[src/rtl/uprc_pkg.sv]
// Constants and types of the USB port routing and port control registers.
// How it works
// [RULE_01] Software sets configure flag bit 0 only as its last setup step.
// [RULE_02] Configure flag 0 routes each port to a companion controller.
// [RULE_03] Configure flag 1 routes every port to this controller; the code sends a port whose owner bit is set back to the companion.
// [RULE_04] Port registers sit in the aux well, reset at power-up or reset.
// [RULE_05] After that reset each port shows no device and is disabled.
// [RULE_06] With power switching, port state is frozen until power is set.
// [RULE_07] Software waits up to 20 ms for port power to settle first.
// [RULE_08] Port bit 22, reset 0, makes overcurrent a wake-up event.
// [RULE_09] Port bit 21, reset 0, makes device detach a wake-up event.
// [RULE_10] Port bit 20, reset 0, makes device attach a wake-up event.
// [RULE_11] Software writes reserved bits with zero.
// [RULE_12] Port registers sit at 64h plus four bytes per further port.
// [RULE_13] Owner bit 13 clears on a flag rise and is 1 while the flag is 0.
// [RULE_14] A wake request comes only from an enabled event while suspended.
// [RULE_15] Writes to read-only port fields are ignored.
package uprc_pkg;

    localparam int UPRC_NUM_PORTS = 2;

    // Register byte offsets
    localparam logic [7:0] UPRC_OFS_ROUTE = 8'h60;
    localparam logic [7:0] UPRC_OFS_PORT1 = 8'h64;
    localparam logic [7:0] UPRC_PORT_STRIDE = 8'h04;
    localparam logic [7:0] UPRC_OFS_IRQ_STAT = 8'h70;
    localparam logic [7:0] UPRC_OFS_IRQ_MASK = 8'h74;

    // Routing register field
    localparam int UPRC_CF_BIT = 0;

    // Port register field positions
    localparam int UPRC_P_CONN = 0;
    localparam int UPRC_P_CONN_CHG = 1;
    localparam int UPRC_P_EN = 2;
    localparam int UPRC_P_EN_CHG = 3;
    localparam int UPRC_P_OC_NOW = 4;
    localparam int UPRC_P_OC_CHG = 5;
    localparam int UPRC_P_RESUME = 6;
    localparam int UPRC_P_SLEEP = 7;
    localparam int UPRC_P_BUS_RST = 8;
    localparam int UPRC_P_LSTATE = 10;
    localparam int UPRC_P_POWER = 12;
    localparam int UPRC_P_OWNER = 13;
    localparam int UPRC_P_TEST = 16;
    localparam int UPRC_P_WAKE_ATT = 20;
    localparam int UPRC_P_WAKE_DET = 21;
    localparam int UPRC_P_WAKE_OC = 22;

    // Interrupt status / mask layout
    localparam int UPRC_I_CONN = 0;
    localparam int UPRC_I_OC = 2;
    localparam int UPRC_I_EN = 4;
    localparam int UPRC_I_WAKE = 6;
    localparam int UPRC_IRQ_W = 7;

    // Reset values
    localparam logic [31:0] UPRC_PORT_RESET = 32'h0000_2000;
    localparam logic [31:0] UPRC_ROUTE_RESET = 32'h0000_0000;
    localparam logic [UPRC_IRQ_W-1:0] UPRC_IRQ_RESET = 7'h00;
    localparam logic UPRC_POWER_SWITCHED = 1'b1;

    // Bus reset driven on a new attach
    localparam int UPRC_MCLK_MHZ = 10;
    localparam int UPRC_BUS_RESET_US = 10;
    localparam int UPRC_BUS_RESET_CYCLES = UPRC_BUS_RESET_US * UPRC_MCLK_MHZ;
    localparam int UPRC_RST_CNT_W = 7;

    typedef enum logic [1:0] {
        UPRC_LINK_IDLE = 2'b00,
        UPRC_LINK_RESET = 2'b01,
        UPRC_LINK_ACTIVE = 2'b11
    } uprc_link_e;

    typedef struct packed {
        uprc_link_e link;
        logic [UPRC_RST_CNT_W-1:0] rst_cnt;
        logic wake_oc;
        logic wake_det;
        logic wake_att;
        logic [3:0] test_sel;
        logic owner;
        logic power;
        logic [1:0] lstate;
        logic bus_rst;
        logic sleep;
        logic resume;
        logic oc_chg;
        logic oc_now;
        logic en_chg;
        logic en;
        logic conn_chg;
        logic conn;
    } uprc_port_s;

endpackage

[src/rtl/uprc_sync3.sv]
// Three-stage pin synchroniser with agreement filter.
`timescale 1ns/100ps
`default_nettype none
module uprc_sync3
    import uprc_pkg::*;
#(
    parameter int W = 4
) (
    input wire logic mclk,
    input wire logic rst,
    input wire logic [W-1:0] pin_in,
    output logic [W-1:0] level_out
);

    typedef struct packed {
        logic [W-1:0] ff1;
        logic [W-1:0] ff2;
        logic [W-1:0] ff3;
        logic [W-1:0] level;
    } uprc_sync_s;

    uprc_sync_s s_q;
    uprc_sync_s s_d;

    always_comb begin
        s_d = s_q;
        s_d.ff1 = pin_in;
        s_d.ff2 = s_q.ff1;
        s_d.ff3 = s_q.ff2;
        // Accept a change only once stages two and three agree
        for (int i = 0; i < W; i++) begin
            if (s_q.ff2[i] == s_q.ff3[i]) begin
                s_d.level[i] = s_q.ff3[i];
            end
        end
    end

    always_ff @(posedge mclk or posedge rst) begin
        if (rst) begin
            s_q <= '0;
        end else begin
            s_q <= s_d;
        end
    end

    assign level_out = s_q.level;

endmodule
`default_nettype wire

[src/rtl/uprc_top.sv]
// Port routing flag, two port status/control registers and interrupts.
//
// The implementer's own choice: the plain strobed port.
`timescale 1ns/100ps
`default_nettype none
module uprc_top
    import uprc_pkg::*;
(
    input wire logic mclk,
    input wire logic rst,
    input wire logic [7:0] reg_addr,
    input wire logic [31:0] reg_wdata,
    input wire logic reg_wr,
    input wire logic reg_rd,
    output logic [31:0] reg_rdata,
    input wire logic [UPRC_NUM_PORTS-1:0] attach_pin,
    input wire logic [UPRC_NUM_PORTS-1:0] overcurrent_pin,
    input wire logic ctrl_suspended,
    output logic [UPRC_NUM_PORTS-1:0] companion_route,
    output logic [UPRC_NUM_PORTS-1:0] port_power_on,
    output logic [UPRC_NUM_PORTS-1:0] port_bus_reset,
    output logic [UPRC_NUM_PORTS-1:0] port_enabled,
    output logic wake_req,
    output logic irq
);

    typedef struct packed {
        logic cf;
        uprc_port_s [UPRC_NUM_PORTS-1:0] port;
        logic [UPRC_IRQ_W-1:0] stat;
        logic [UPRC_IRQ_W-1:0] mask;
        logic [31:0] rdata;
        logic wake;
        logic irq;
        logic [UPRC_NUM_PORTS-1:0] route;
        logic [UPRC_NUM_PORTS-1:0] pwr;
        logic [UPRC_NUM_PORTS-1:0] brst;
        logic [UPRC_NUM_PORTS-1:0] en;
    } uprc_state_s;

    uprc_state_s s_q;
    uprc_state_s s_d;

    logic [UPRC_NUM_PORTS-1:0] attach_lvl;
    logic [UPRC_NUM_PORTS-1:0] oc_lvl;

    // Attach and overcurrent pins come from outside the clock domain
    uprc_sync3 #(
        .W(2 * UPRC_NUM_PORTS)
    ) u_pin_sync (
        .mclk(mclk),
        .rst(rst),
        .pin_in({overcurrent_pin, attach_pin}),
        .level_out({oc_lvl, attach_lvl})
    );

    // Port n (0-based) at 64h plus four bytes per port
    function automatic logic port_hit(
        input logic [7:0] addr,
        input int n
    );
        logic [7:0] base;
        base = UPRC_OFS_PORT1 + 8'(n) * UPRC_PORT_STRIDE; // [RULE_12]
        return addr == base;
    endfunction

    function automatic logic [31:0] port_word(input uprc_port_s p);
        logic [31:0] w;
        w = '0;
        w[UPRC_P_CONN] = p.conn;
        w[UPRC_P_CONN_CHG] = p.conn_chg;
        w[UPRC_P_EN] = p.en;
        w[UPRC_P_EN_CHG] = p.en_chg;
        w[UPRC_P_OC_NOW] = p.oc_now;
        w[UPRC_P_OC_CHG] = p.oc_chg;
        w[UPRC_P_RESUME] = p.resume;
        w[UPRC_P_SLEEP] = p.sleep;
        w[UPRC_P_BUS_RST] = p.bus_rst;
        w[UPRC_P_LSTATE +: 2] = p.lstate;
        w[UPRC_P_POWER] = p.power;
        w[UPRC_P_OWNER] = p.owner;
        w[UPRC_P_TEST +: 4] = p.test_sel;
        w[UPRC_P_WAKE_ATT] = p.wake_att;
        w[UPRC_P_WAKE_DET] = p.wake_det;
        w[UPRC_P_WAKE_OC] = p.wake_oc;
        return w;
    endfunction

    function automatic uprc_port_s port_reset_val();
        uprc_port_s p;
        p = '0;
        p.link = UPRC_LINK_IDLE;
        p.owner = UPRC_PORT_RESET[UPRC_P_OWNER];
        return p;
    endfunction

    // Reset image of one port: no device, disabled, companion-owned
    localparam uprc_port_s UPRC_PORT_IDLE = port_reset_val();

    always_comb begin
        uprc_port_s p;
        logic cf_rise;
        logic wr_hit;
        logic rd_hit;
        logic conn_now;
        logic [UPRC_IRQ_W-1:0] ev;
        logic wake_ev;
        p = '0;
        cf_rise = 1'b0;
        wr_hit = 1'b0;
        rd_hit = 1'b0;
        conn_now = 1'b0;
        ev = '0;
        wake_ev = 1'b0;
        s_d = s_q;
        s_d.rdata = '0;

        // Routing register; reserved bits are not stored
        if (reg_wr && reg_addr == UPRC_OFS_ROUTE) begin
            s_d.cf = reg_wdata[UPRC_CF_BIT];
        end
        cf_rise = s_d.cf && !s_q.cf;

        for (int i = 0; i < UPRC_NUM_PORTS; i++) begin
            p = s_q.port[i];
            wr_hit = reg_wr && port_hit(reg_addr, i);
            rd_hit = reg_rd && port_hit(reg_addr, i);

            if (rd_hit) begin
                s_d.rdata = port_word(p);
                // Overcurrent change is read-only; reading retires it
                p.oc_chg = 1'b0;
            end

            // Connect, overcurrent-now, overcurrent-change and bus-reset
            // status bits are never taken from write data
            if (wr_hit) begin // [RULE_15]
                if (UPRC_POWER_SWITCHED) begin
                    p.power = reg_wdata[UPRC_P_POWER];
                end
                // Port state is frozen until power is on
                if (s_q.port[i].power ||
                    !UPRC_POWER_SWITCHED) begin // [RULE_06]
                    if (reg_wdata[UPRC_P_CONN_CHG]) begin
                        p.conn_chg = 1'b0;
                    end
                    if (reg_wdata[UPRC_P_EN_CHG]) begin
                        p.en_chg = 1'b0;
                    end
                    // Software may only disable; enable comes from a reset
                    if (!reg_wdata[UPRC_P_EN]) begin
                        p.en = 1'b0;
                    end
                    p.resume = reg_wdata[UPRC_P_RESUME];
                    p.sleep = reg_wdata[UPRC_P_SLEEP] && p.en;
                    p.lstate = reg_wdata[UPRC_P_LSTATE +: 2];
                    p.test_sel = reg_wdata[UPRC_P_TEST +: 4];
                    p.wake_oc = reg_wdata[UPRC_P_WAKE_OC]; // [RULE_08]
                    p.wake_det = reg_wdata[UPRC_P_WAKE_DET]; // [RULE_09]
                    p.wake_att = reg_wdata[UPRC_P_WAKE_ATT]; // [RULE_10]
                    if (s_q.cf) begin
                        p.owner = reg_wdata[UPRC_P_OWNER];
                    end
                end
            end

            // Power switches open on overcurrent before attach is seen,
            // so a dead port never starts a bus reset
            if (oc_lvl[i] && UPRC_POWER_SWITCHED) begin
                p.power = 1'b0;
            end

            // Connection tracking; an unpowered port reports nothing
            conn_now = attach_lvl[i] && p.power;
            if (conn_now != s_q.port[i].conn) begin
                p.conn = conn_now;
                p.conn_chg = 1'b1;
                ev[UPRC_I_CONN + i] = 1'b1;
                if (conn_now && p.wake_att) begin
                    wake_ev = 1'b1; // [RULE_10]
                end
                if (!conn_now && p.wake_det) begin
                    wake_ev = 1'b1; // [RULE_09]
                end
            end

            case (p.link)
                UPRC_LINK_IDLE: begin
                    if (conn_now && !s_q.port[i].conn) begin
                        p.link = UPRC_LINK_RESET;
                        p.bus_rst = 1'b1;
                        p.rst_cnt = '0;
                    end
                end
                UPRC_LINK_RESET: begin
                    if (!conn_now) begin
                        p.link = UPRC_LINK_IDLE;
                        p.bus_rst = 1'b0;
                    end else if (p.rst_cnt ==
                        UPRC_RST_CNT_W'(UPRC_BUS_RESET_CYCLES - 1)) begin
                        p.link = UPRC_LINK_ACTIVE;
                        p.bus_rst = 1'b0;
                        p.en = 1'b1;
                        p.en_chg = 1'b1;
                        ev[UPRC_I_EN + i] = 1'b1;
                    end else begin
                        p.rst_cnt = p.rst_cnt + 1'b1;
                    end
                end
                UPRC_LINK_ACTIVE: begin
                    if (!conn_now) begin
                        p.link = UPRC_LINK_IDLE;
                    end
                end
                default: begin
                    p.link = UPRC_LINK_IDLE;
                    p.bus_rst = 1'b0;
                end
            endcase

            // Losing the device or power drops the enable
            if (!conn_now && s_q.port[i].en) begin
                p.en = 1'b0;
                p.en_chg = 1'b1;
                ev[UPRC_I_EN + i] = 1'b1;
            end
            if (!p.en) begin
                p.sleep = 1'b0;
            end

            // Overcurrent; hardware set wins over read retire
            if (oc_lvl[i] != s_q.port[i].oc_now) begin
                p.oc_now = oc_lvl[i];
                p.oc_chg = 1'b1;
                ev[UPRC_I_OC + i] = 1'b1;
                if (p.wake_oc) begin
                    wake_ev = 1'b1; // [RULE_08]
                end
            end
            // Ownership follows the configure flag
            if (!s_d.cf) begin
                p.owner = 1'b1; // [RULE_13]
            end else if (cf_rise) begin
                p.owner = 1'b0; // [RULE_13]
            end

            s_d.port[i] = p;
            // Flag 0 sends every port to the companion, 1 keeps those whose owner bit is clear
            s_d.route[i] = !s_d.cf || p.owner; // [RULE_02] [RULE_03]
            s_d.pwr[i] = p.power;
            s_d.brst[i] = p.bus_rst;
            s_d.en[i] = p.en;
        end

        // Wake only matters while the controller sleeps
        if (!ctrl_suspended) begin
            s_d.wake = 1'b0;
        end else if (wake_ev) begin
            s_d.wake = 1'b1; // [RULE_14]
            ev[UPRC_I_WAKE] = 1'b1;
        end

        // Routing read-back and interrupt registers
        if (reg_rd && reg_addr == UPRC_OFS_ROUTE) begin
            s_d.rdata = 32'(s_q.cf);
        end else if (reg_rd && reg_addr == UPRC_OFS_IRQ_STAT) begin
            s_d.rdata = 32'(s_q.stat);
            s_d.stat = '0;
        end else if (reg_rd && reg_addr == UPRC_OFS_IRQ_MASK) begin
            s_d.rdata = 32'(s_q.mask);
        end
        if (reg_wr && reg_addr == UPRC_OFS_IRQ_MASK) begin
            s_d.mask = reg_wdata[UPRC_IRQ_W-1:0];
        end
        // New events survive a clearing read in the same cycle
        s_d.stat = s_d.stat | ev;
        s_d.irq = |(s_d.stat & s_d.mask);
    end

    // Single reset stands for aux power-up and controller reset alike
    always_ff @(posedge mclk or posedge rst) begin
        if (rst) begin
            s_q.cf <= UPRC_ROUTE_RESET[UPRC_CF_BIT];
            for (int i = 0; i < UPRC_NUM_PORTS; i++) begin
                s_q.port[i] <= UPRC_PORT_IDLE; // [RULE_04] [RULE_05]
            end
            s_q.stat <= UPRC_IRQ_RESET;
            s_q.mask <= UPRC_IRQ_RESET;
            s_q.rdata <= '0;
            s_q.wake <= 1'b0;
            s_q.irq <= 1'b0;
            s_q.route <= '1;
            s_q.pwr <= '0;
            s_q.brst <= '0;
            s_q.en <= '0;
        end else begin
            s_q <= s_d;
        end
    end

    assign reg_rdata = s_q.rdata;
    assign companion_route = s_q.route;
    assign port_power_on = s_q.pwr;
    assign port_bus_reset = s_q.brst;
    assign port_enabled = s_q.en;
    assign wake_req = s_q.wake;
    assign irq = s_q.irq;

endmodule
`default_nettype wire

[config.mk]
export PLATFORM = sky130hd
export DESIGN_NAME = uprc_top
export DESIGN_NICKNAME = d
export VERILOG_FILES = /design/src/rtl/uprc_pkg.sv /design/src/rtl/uprc_sync3.sv /design/src/rtl/uprc_top.sv
export SDC_FILE = /design/constraint.sdc
export NUM_CORES = 1
export LEC_CHECK = 0
export BUFFER_PORTS_ARGS = -buffer_cell sky130_fd_sc_hd__buf_4
export CORE_MARGIN = 4
export CORE_UTILIZATION = 43
export CTS_BUF_LIST = sky130_fd_sc_hd__clkbuf_4
export CTS_CLUSTER_DIAMETER = 50
export DETAILED_ROUTE_END_ITERATION = 16
export PLACE_DENSITY = 0.65
export SYNTH_ARGS = -nofsm -noshare
export SYNTH_HDL_FRONTEND = slang
export SYNTH_HIERARCHICAL = 1
export SYNTH_SLANG_ARGS = --single-unit
[constraint.sdc]
create_clock -name mclk -period 3.6 [get_ports mclk]
set_input_delay 0.18 -clock mclk [delete_from_list [all_inputs] [get_ports mclk]]
set_output_delay 0.18 -clock mclk [all_outputs]
set_load 0.02 [all_outputs]
After elaboration in Yosys (flattened, before gate mapping) --
Index checks and enable logic that the tools add are counted. W data, S select, Z words.
Word-level totals: bits in registers 131, input bits 49, logic and storage cells 250
Operators by class: bitwise gates (word level) 2, reduce and logical (&&, ||, !) cells 53, muxes and demuxes 106, eq/ne operators 34, add/sub/neg operators 2
Operators by type and width (count):
- $mux W32 | 3
- $mux W1 | 54
- $mux W7 | 7
- $mux W2 | 24
- $mux W23 | 2
- $eq A8 B7 Y1 const B | 5
- $pmux W7 S2 | 2
- $logic_and A1 B1 Y1 | 22
- $mux W11 | 2
- $ne A2 B2 Y1 const B | 10
- $reduce_bool A2 Y1 | 10
- $mux W9 | 2
- $mux W8 | 2
- $add A7 B1 Y7 const B | 2
- $eq A7 B7 Y1 const B | 2
- $mux W3 | 4
- $pmux W2 S3 | 2
- $reduce_and A3 Y1 | 4
- $reduce_and A2 Y1 | 4
- $reduce_and A4 Y1 | 2
- $and A7 B7 Y7 | 1
- $or A7 B7 Y7 | 1
- $reduce_or A7 Y1 | 1
- $logic_not A1 Y1 | 6
- 9 further kinds | 23

Longest topological paths before layout --
depth after elaboration 21, gate-level depth with buffers 14, mapped depth without buffers 13

Modules after synthesis --
The synthesis kept the hierarchy.
By module, submodules not included:
- uprc_top | area an instance 4560.6 um^2, instances 1, cells each 413, seq. area each 2379.8 um^2
- uprc_sync3 | area an instance 479.2 um^2, instances 1, cells each 25, seq. area each 400.4 um^2

Worst setup path before layout --
Ideal clock, no wire load.
path kind input to register, start in reg_addr[2], end reg s_q[110] in the netlist's numbering, arrival time 2.651 ns, stages 14, setup time 0.148 ns, path slack 0.801 ns, buffers on the path 1, cells stage by stage buf_6 -> nor4b_4 -> nand3_2 -> mux2i_1 -> nor2_1 -> nand2_4 -> inv_4 -> ha_1 -> nor3b_1 -> o21bai_1 -> o2111a_1 -> nand4_1 -> xor2_1 -> nor2_1
RTL lines:
- start, declared | line uprc_top.sv:11 | input wire logic [7:0] reg_addr,
- end, declared | line uprc_top.sv:41 | uprc_state_s s_q;

Final worst setup path --
start reg u_pin_sync.s_q (netlist bit u_pin_sync/level_out[2]), end reg s_q[81] in the netlist's numbering
On the way: cells in the longest elaborated chain, start to end 5
Ends and longest elaborated chain:
- start, declared | line uprc_sync3.sv:22 | uprc_sync_s s_q;
- start signal, assigned | line uprc_sync3.sv:40 | s_q <= '0;
- start signal, assigned | line uprc_sync3.sv:42 | s_q <= s_d;
- $mux W1 * | line uprc_top.sv:169 | if (oc_lvl[i] && UPRC_POWER_SWITCHED) begin
- $logic_and A1 B1 Y1 * | line uprc_top.sv:174 | conn_now = attach_lvl[i] && p.power;
- $logic_and A1 B1 Y1 | line uprc_top.sv:189 | if (conn_now && !s_q.port[i].conn) begin
- $ne A2 B2 Y1 (no source line)
- $reduce_and A4 Y1 (no source line) *
Every way passes the cells marked *; elsewhere a longest branch is shown, timed or not. A chain may end at the register's enable or synchronous reset.

==> results.py <==
metrics = {
    "final_layout": {
        "finalNonFillerCells": 642,
        "drive_above_1_share_pct": 27.1,
        "diodes": 0,
        "area_growth_pct": 14.7,
        "seqCellArea_um2": 2780,
        "fill_cells": 996,
        "multi_input_area_um2": 1850,
        "final_nets": 548,
    },
    "sta": {
        "tns_ps": 0,
        "fmax_mhz": 386,
        "grt_setup_unrepaired": "false",
        "fin_crit_ps": 2590,
        "setup_viol": 0,
        "worstMarginPinSlew_ps": 996,
        "finalHoldViolations": 0,
        "fin_crit_sh_pct": 72.0,
        "clock_skew_ps": 24.5,
        "slew_violations": 0,
        "slew_headroom_pct": 33.5,
    },
    "floorplan": {
        "rows": 39,
        "die_area_um2": 13500,
        "die_h_um": 116,
        "core_um2": 11500,
        "pin_count": 91,
        "start_util_pct": 43.9,
        "die_w_um": 116,
    },
    "clock_tree": {
        "cts.clk_slew.worst_paths_ps": 160,
        "cts_tree": "yes",
        "cts.sinks": 111,
        "cts_inserted_buffers": 9,
        "h-tree-depth": 3,
        "cts-root-buf": "clkbuf_4",
        "cts_resized": 0,
        "ctsLongestPathBuffers": 2,
        "insertion_delay_ps": 470,
    },
    "worst_setup_path": {
        "critPathCaptureType": "register",
        "crit_family": "compound AO/OA/AOI/OAI gates",
        "worstPathArrival_ps": 2960,
        "crit_type": "register to register",
        "r2r-start": "u_pin_sync/level_out[2]$_DFFE_PP0N_",
        "reg2reg_depth": 11,
        "rr_endpoint": "s_q[81]$_DFFE_PP0P_",
        "setup.worst_path.start_class": "register",
        "crit_path_frequent_cell": "nor2_1",
        "reg2reg_slack_ps": 1010,
        "path_cells": "and3b_1 > and4_1 > nor2_1 > inv_1 > ha_1 > nor3b_2 > buf_4 > o21ai_0 > a2111oi_0 > xnor2_1 > nor2_1",
        "max_stage_delay_ps": 540,
        "worstPathRequired_ps": 3970,
        "crit_slowest_cell": "a2111oi_0",
        "path_max_fanout": 8,
        "crit_buf_inv": 2,
    },
    "yosys": {
        "synth-async-reset-ratio_pct": 100,
        "syn_area_um2": 5040,
        "synth-main-ff-cell": "dfrtp_1",
        "ys_ff_latch": 111,
        "ys_seq_area_share_pct": 55.2,
        "synth_edf_count": 0,
        "syn_avg_cell_area_um2": 11.5,
        "synthCells": 438,
        "ys_types": 59,
        "yosys_warnings": 6,
    },
    "power_and_ir_drop": {
        "intPower_mw": 1.57,
        "p_clk_share_pct": 30.8,
        "p_leak_nw": 2.88,
        "p_switching_mw": 0.526,
        "p_seq_share_pct": 61.8,
        "sw_frac_of_total_pct": 25.1,
        "power_density_nw_per_um2": 362,
        "vdd_drop_max_mv": 0.244,
        "power_frac_comb_pct": 7.3,
    },
    "outcome": {
        "status": "finished, final reports clean",
    },
    "drt": {
        "drt_iter0_drc": 141,
        "ant_nets": 0,
        "drc_errors": 0,
        "detail_route.wl_per_cell_um": 15.8,
        "m1WireLength_um": 4470,
        "firstDrtPassIters": 4,
        "wl_met3_um": 575,
        "vias": 3294,
        "viasPerCell": 5.13,
        "routed.top_layer": "met4",
        "totalWireLength_um": 10200,
        "wl_met2_um": 4950,
    },
    "hold_path": {
        "hold_depth": 3,
        "hp-class": "input port to register",
        "hold_start": "reg_rd",
        "min_to": "reg_rdata[0]$_DFF_PP0_",
    },
    "global_route": {
        "grt_pass1_wl_um": 16500,
        "antenna_found_initial": 0,
        "grt.total_usage_pct": 15.7,
        "grt-ovfl-total": 0,
        "grt_max_degree": 53,
        "grt_pass1_vias": 3293,
    },
    "place": {
        "port_buffers": 65,
        "hpwl_um": 7250,
        "place_congestion": 0.836,
        "placedCellCount": 605,
    },
    "job": {
        "drv_cap": 0,
    },
}
## metal layers
layer  track usage, %  vias to the layer above
li1                 -                     1585
met5                0                        -
met3             4.15                       13
met1             20.6                     1612
met4             4.10                        0
met2             25.9                       84
## worst register-to-register path, delay by kind of cell, from the launching register on
kind / cells / cell delay [ps]
AOI/OAI and AO/OA: 2 / 720
xor gates and xnor gates: 1 / 180
adders and majority gates: 1 / 170
buffers and inverters: 2 / 280
DFF: 1 / 470
and+or+nand+nor: 5 / 680
## state kept, by name (all words and copies together) (netlist names)
register / flops
s_q: 67
reg_rdata: 20
u_pin_sync/s_d: 8
u_pin_sync/level_out: 4
u_pin_sync/s_q: 4
port_bus_reset: 2
port_enabled: 2
companion_route: 1
irq: 1
port_power_on: 1
wake_req: 1
## cell usage after synthesis (2+ instances only)
master / number / share of area (%)
and2_1: 2 / 0.25
or2_2: 2 / 0.25
nand4_4: 2 / 0.84
mux2_2: 26 / 5.8
nor3b_2: 2 / 0.50
a221o_1: 3 / 0.60
nand4_1: 2 / 0.25
xor2_1: 6 / 1.0
and3_1: 4 / 0.50
inv_1: 15 / 1.1
nor2b_1: 3 / 0.37
o21ai_0: 18 / 1.8
buf_4: 44 / 6.6
maj3_2: 4 / 0.89
a22oi_1: 6 / 0.89
a222oi_1: 3 / 0.60
xnor2_1: 5 / 0.87
nor3b_1: 3 / 0.45
nor2_1: 25 / 1.9
a21oi_1: 8 / 0.79
o211ai_1: 2 / 0.30
o211ai_2: 2 / 0.50
nand2b_1: 2 / 0.25
nand3_1: 5 / 0.50
nand2_1: 47 / 3.5
a211oi_1: 4 / 0.60
a21o_1: 7 / 1.0
or3_1: 2 / 0.25
a2111oi_0: 2 / 0.35
and3b_1: 2 / 0.35
ha_1: 4 / 0.99
a21boi_0: 2 / 0.30
o21bai_1: 3 / 0.45
nand3b_1: 2 / 0.30
dfstp_2: 2 / 1.0
buf_2: 3 / 0.30
a31oi_1: 2 / 0.25
nor3_1: 5 / 0.50
buf_1: 2 / 0.15
a22o_1: 17 / 3.0
mux2i_1: 4 / 0.79
dfrtp_1: 109 / 54
clkbuf_1: 9 / 0.67
## stage by stage
step           instance area (um^2)  total power, mW  setup slack (ps)  utilization [%]  hold slack (ps)
5_1_grt                        5780             2.19               690             50.4             7.84
3_5_place_dp                   5420             1.46               748             47.2              290
3_3_place_gp                   5420             1.45               818             47.2              288
2_1_floorplan                  5080             1.41               801                -             93.7
6_report                       5780             2.09              1010             50.4             12.0
4_1_cts                        5780             2.12               978             50.4           0.0334
## how the worst max path moves through the flow
| stage | end | slack [ps] | cells past startpoint | start |
|---|---|---|---|---|
| after floorplan | s_q[110]$_DFFE_PP0P_ | 800 | 14 | reg_addr[2] |
| after global placement | s_q[111]$_DFFE_PP0P_ | 820 | 16 | reg_addr[4] |
| after detailed placement | s_q[108]$_DFFE_PP0P_ | 750 | 15 | reg_addr[4] |
| after CTS | s_q[81]$_DFFE_PP0P_ | 980 | 11 | u_pin_sync/level_out[2]$_DFFE_PP0N_ |
| after global routing | s_q[81]$_DFFE_PP0P_ | 690 | 11 | u_pin_sync/level_out[2]$_DFFE_PP0N_ |
| final | s_q[81]$_DFFE_PP0P_ | 1010 | 11 | u_pin_sync/level_out[2]$_DFFE_PP0N_ |
## layout by cell type (no fill, tap or decap), types with 3 or more instances in the layout
cell           instances
clkbuf_4               9
maj3_2                 4
and3_1                 4
a21o_1                 7
nor3_1                 4
buf_4                 72
nor3b_1                3
nand3_1                5
a22o_1                17
a222oi_1               3
o21ai_0               18
xor2_1                 6
nor2b_1                3
nand2_1               47
clkinv_4               3
mux2i_1                4
dlygate4sd3_1         22
mux2_2                26
dfrtp_1              109
nor2_1                25
ha_1                   4
conb_1                12
a221o_1                3
a21oi_1                8
xnor2_1                5
a22oi_1                6
o21bai_1               3
a211oi_1               4
inv_1                 14
## power groups by stage
stage	Combinational (mW)	Sequential (mW)	Clock, mW
2_1_floorplan	0.0967	1.31	0
4_1_cts	0.157	1.30	0.669
3_5_place_dp	0.138	1.32	0
6_report	0.153	1.30	0.646
5_1_grt	0.171	1.30	0.718
3_3_place_gp	0.135	1.32	0
## logic make-up (layout without fill, tap and decap cells)
family | Yosys count | count (layout) | share of synthesized area [%]
buffers and inverters | 75 | 125 | 9.14
adders and majority gates | 8 | 8 | 1.89
other | 1 | 12 | 0.0744
DFF | 111 | 111 | 55.2
muxes | 31 | 31 | 6.90
AOI/OAI and AO/OA | 83 | 83 | 12.2
xor gates and xnor gates | 11 | 11 | 1.91
and+or+nand+nor | 118 | 118 | 12.8
## cell type report
| cell class | instances | share of cell area (%) |
|---|---|---|
| flip-flops and latches | 111 | 48.1 |
| multi-input cells | 263 | 32.0 |
| repair buffers | 94 | 13.2 |
| well taps | 143 | 3.09 |
| clock inverters | 6 | 1.36 |
| clock buffers | 9 | 1.17 |
| inverters | 16 | 1.10 |
## timing repair
item / in CTS / in global routing
hold buffers: 22 / 0
setup endpoints to repair: 0 / 0
setup buffers: 0 / 0
endpoints found under the hold margin: 93 / 0
(Power assumes the default switching activity.)
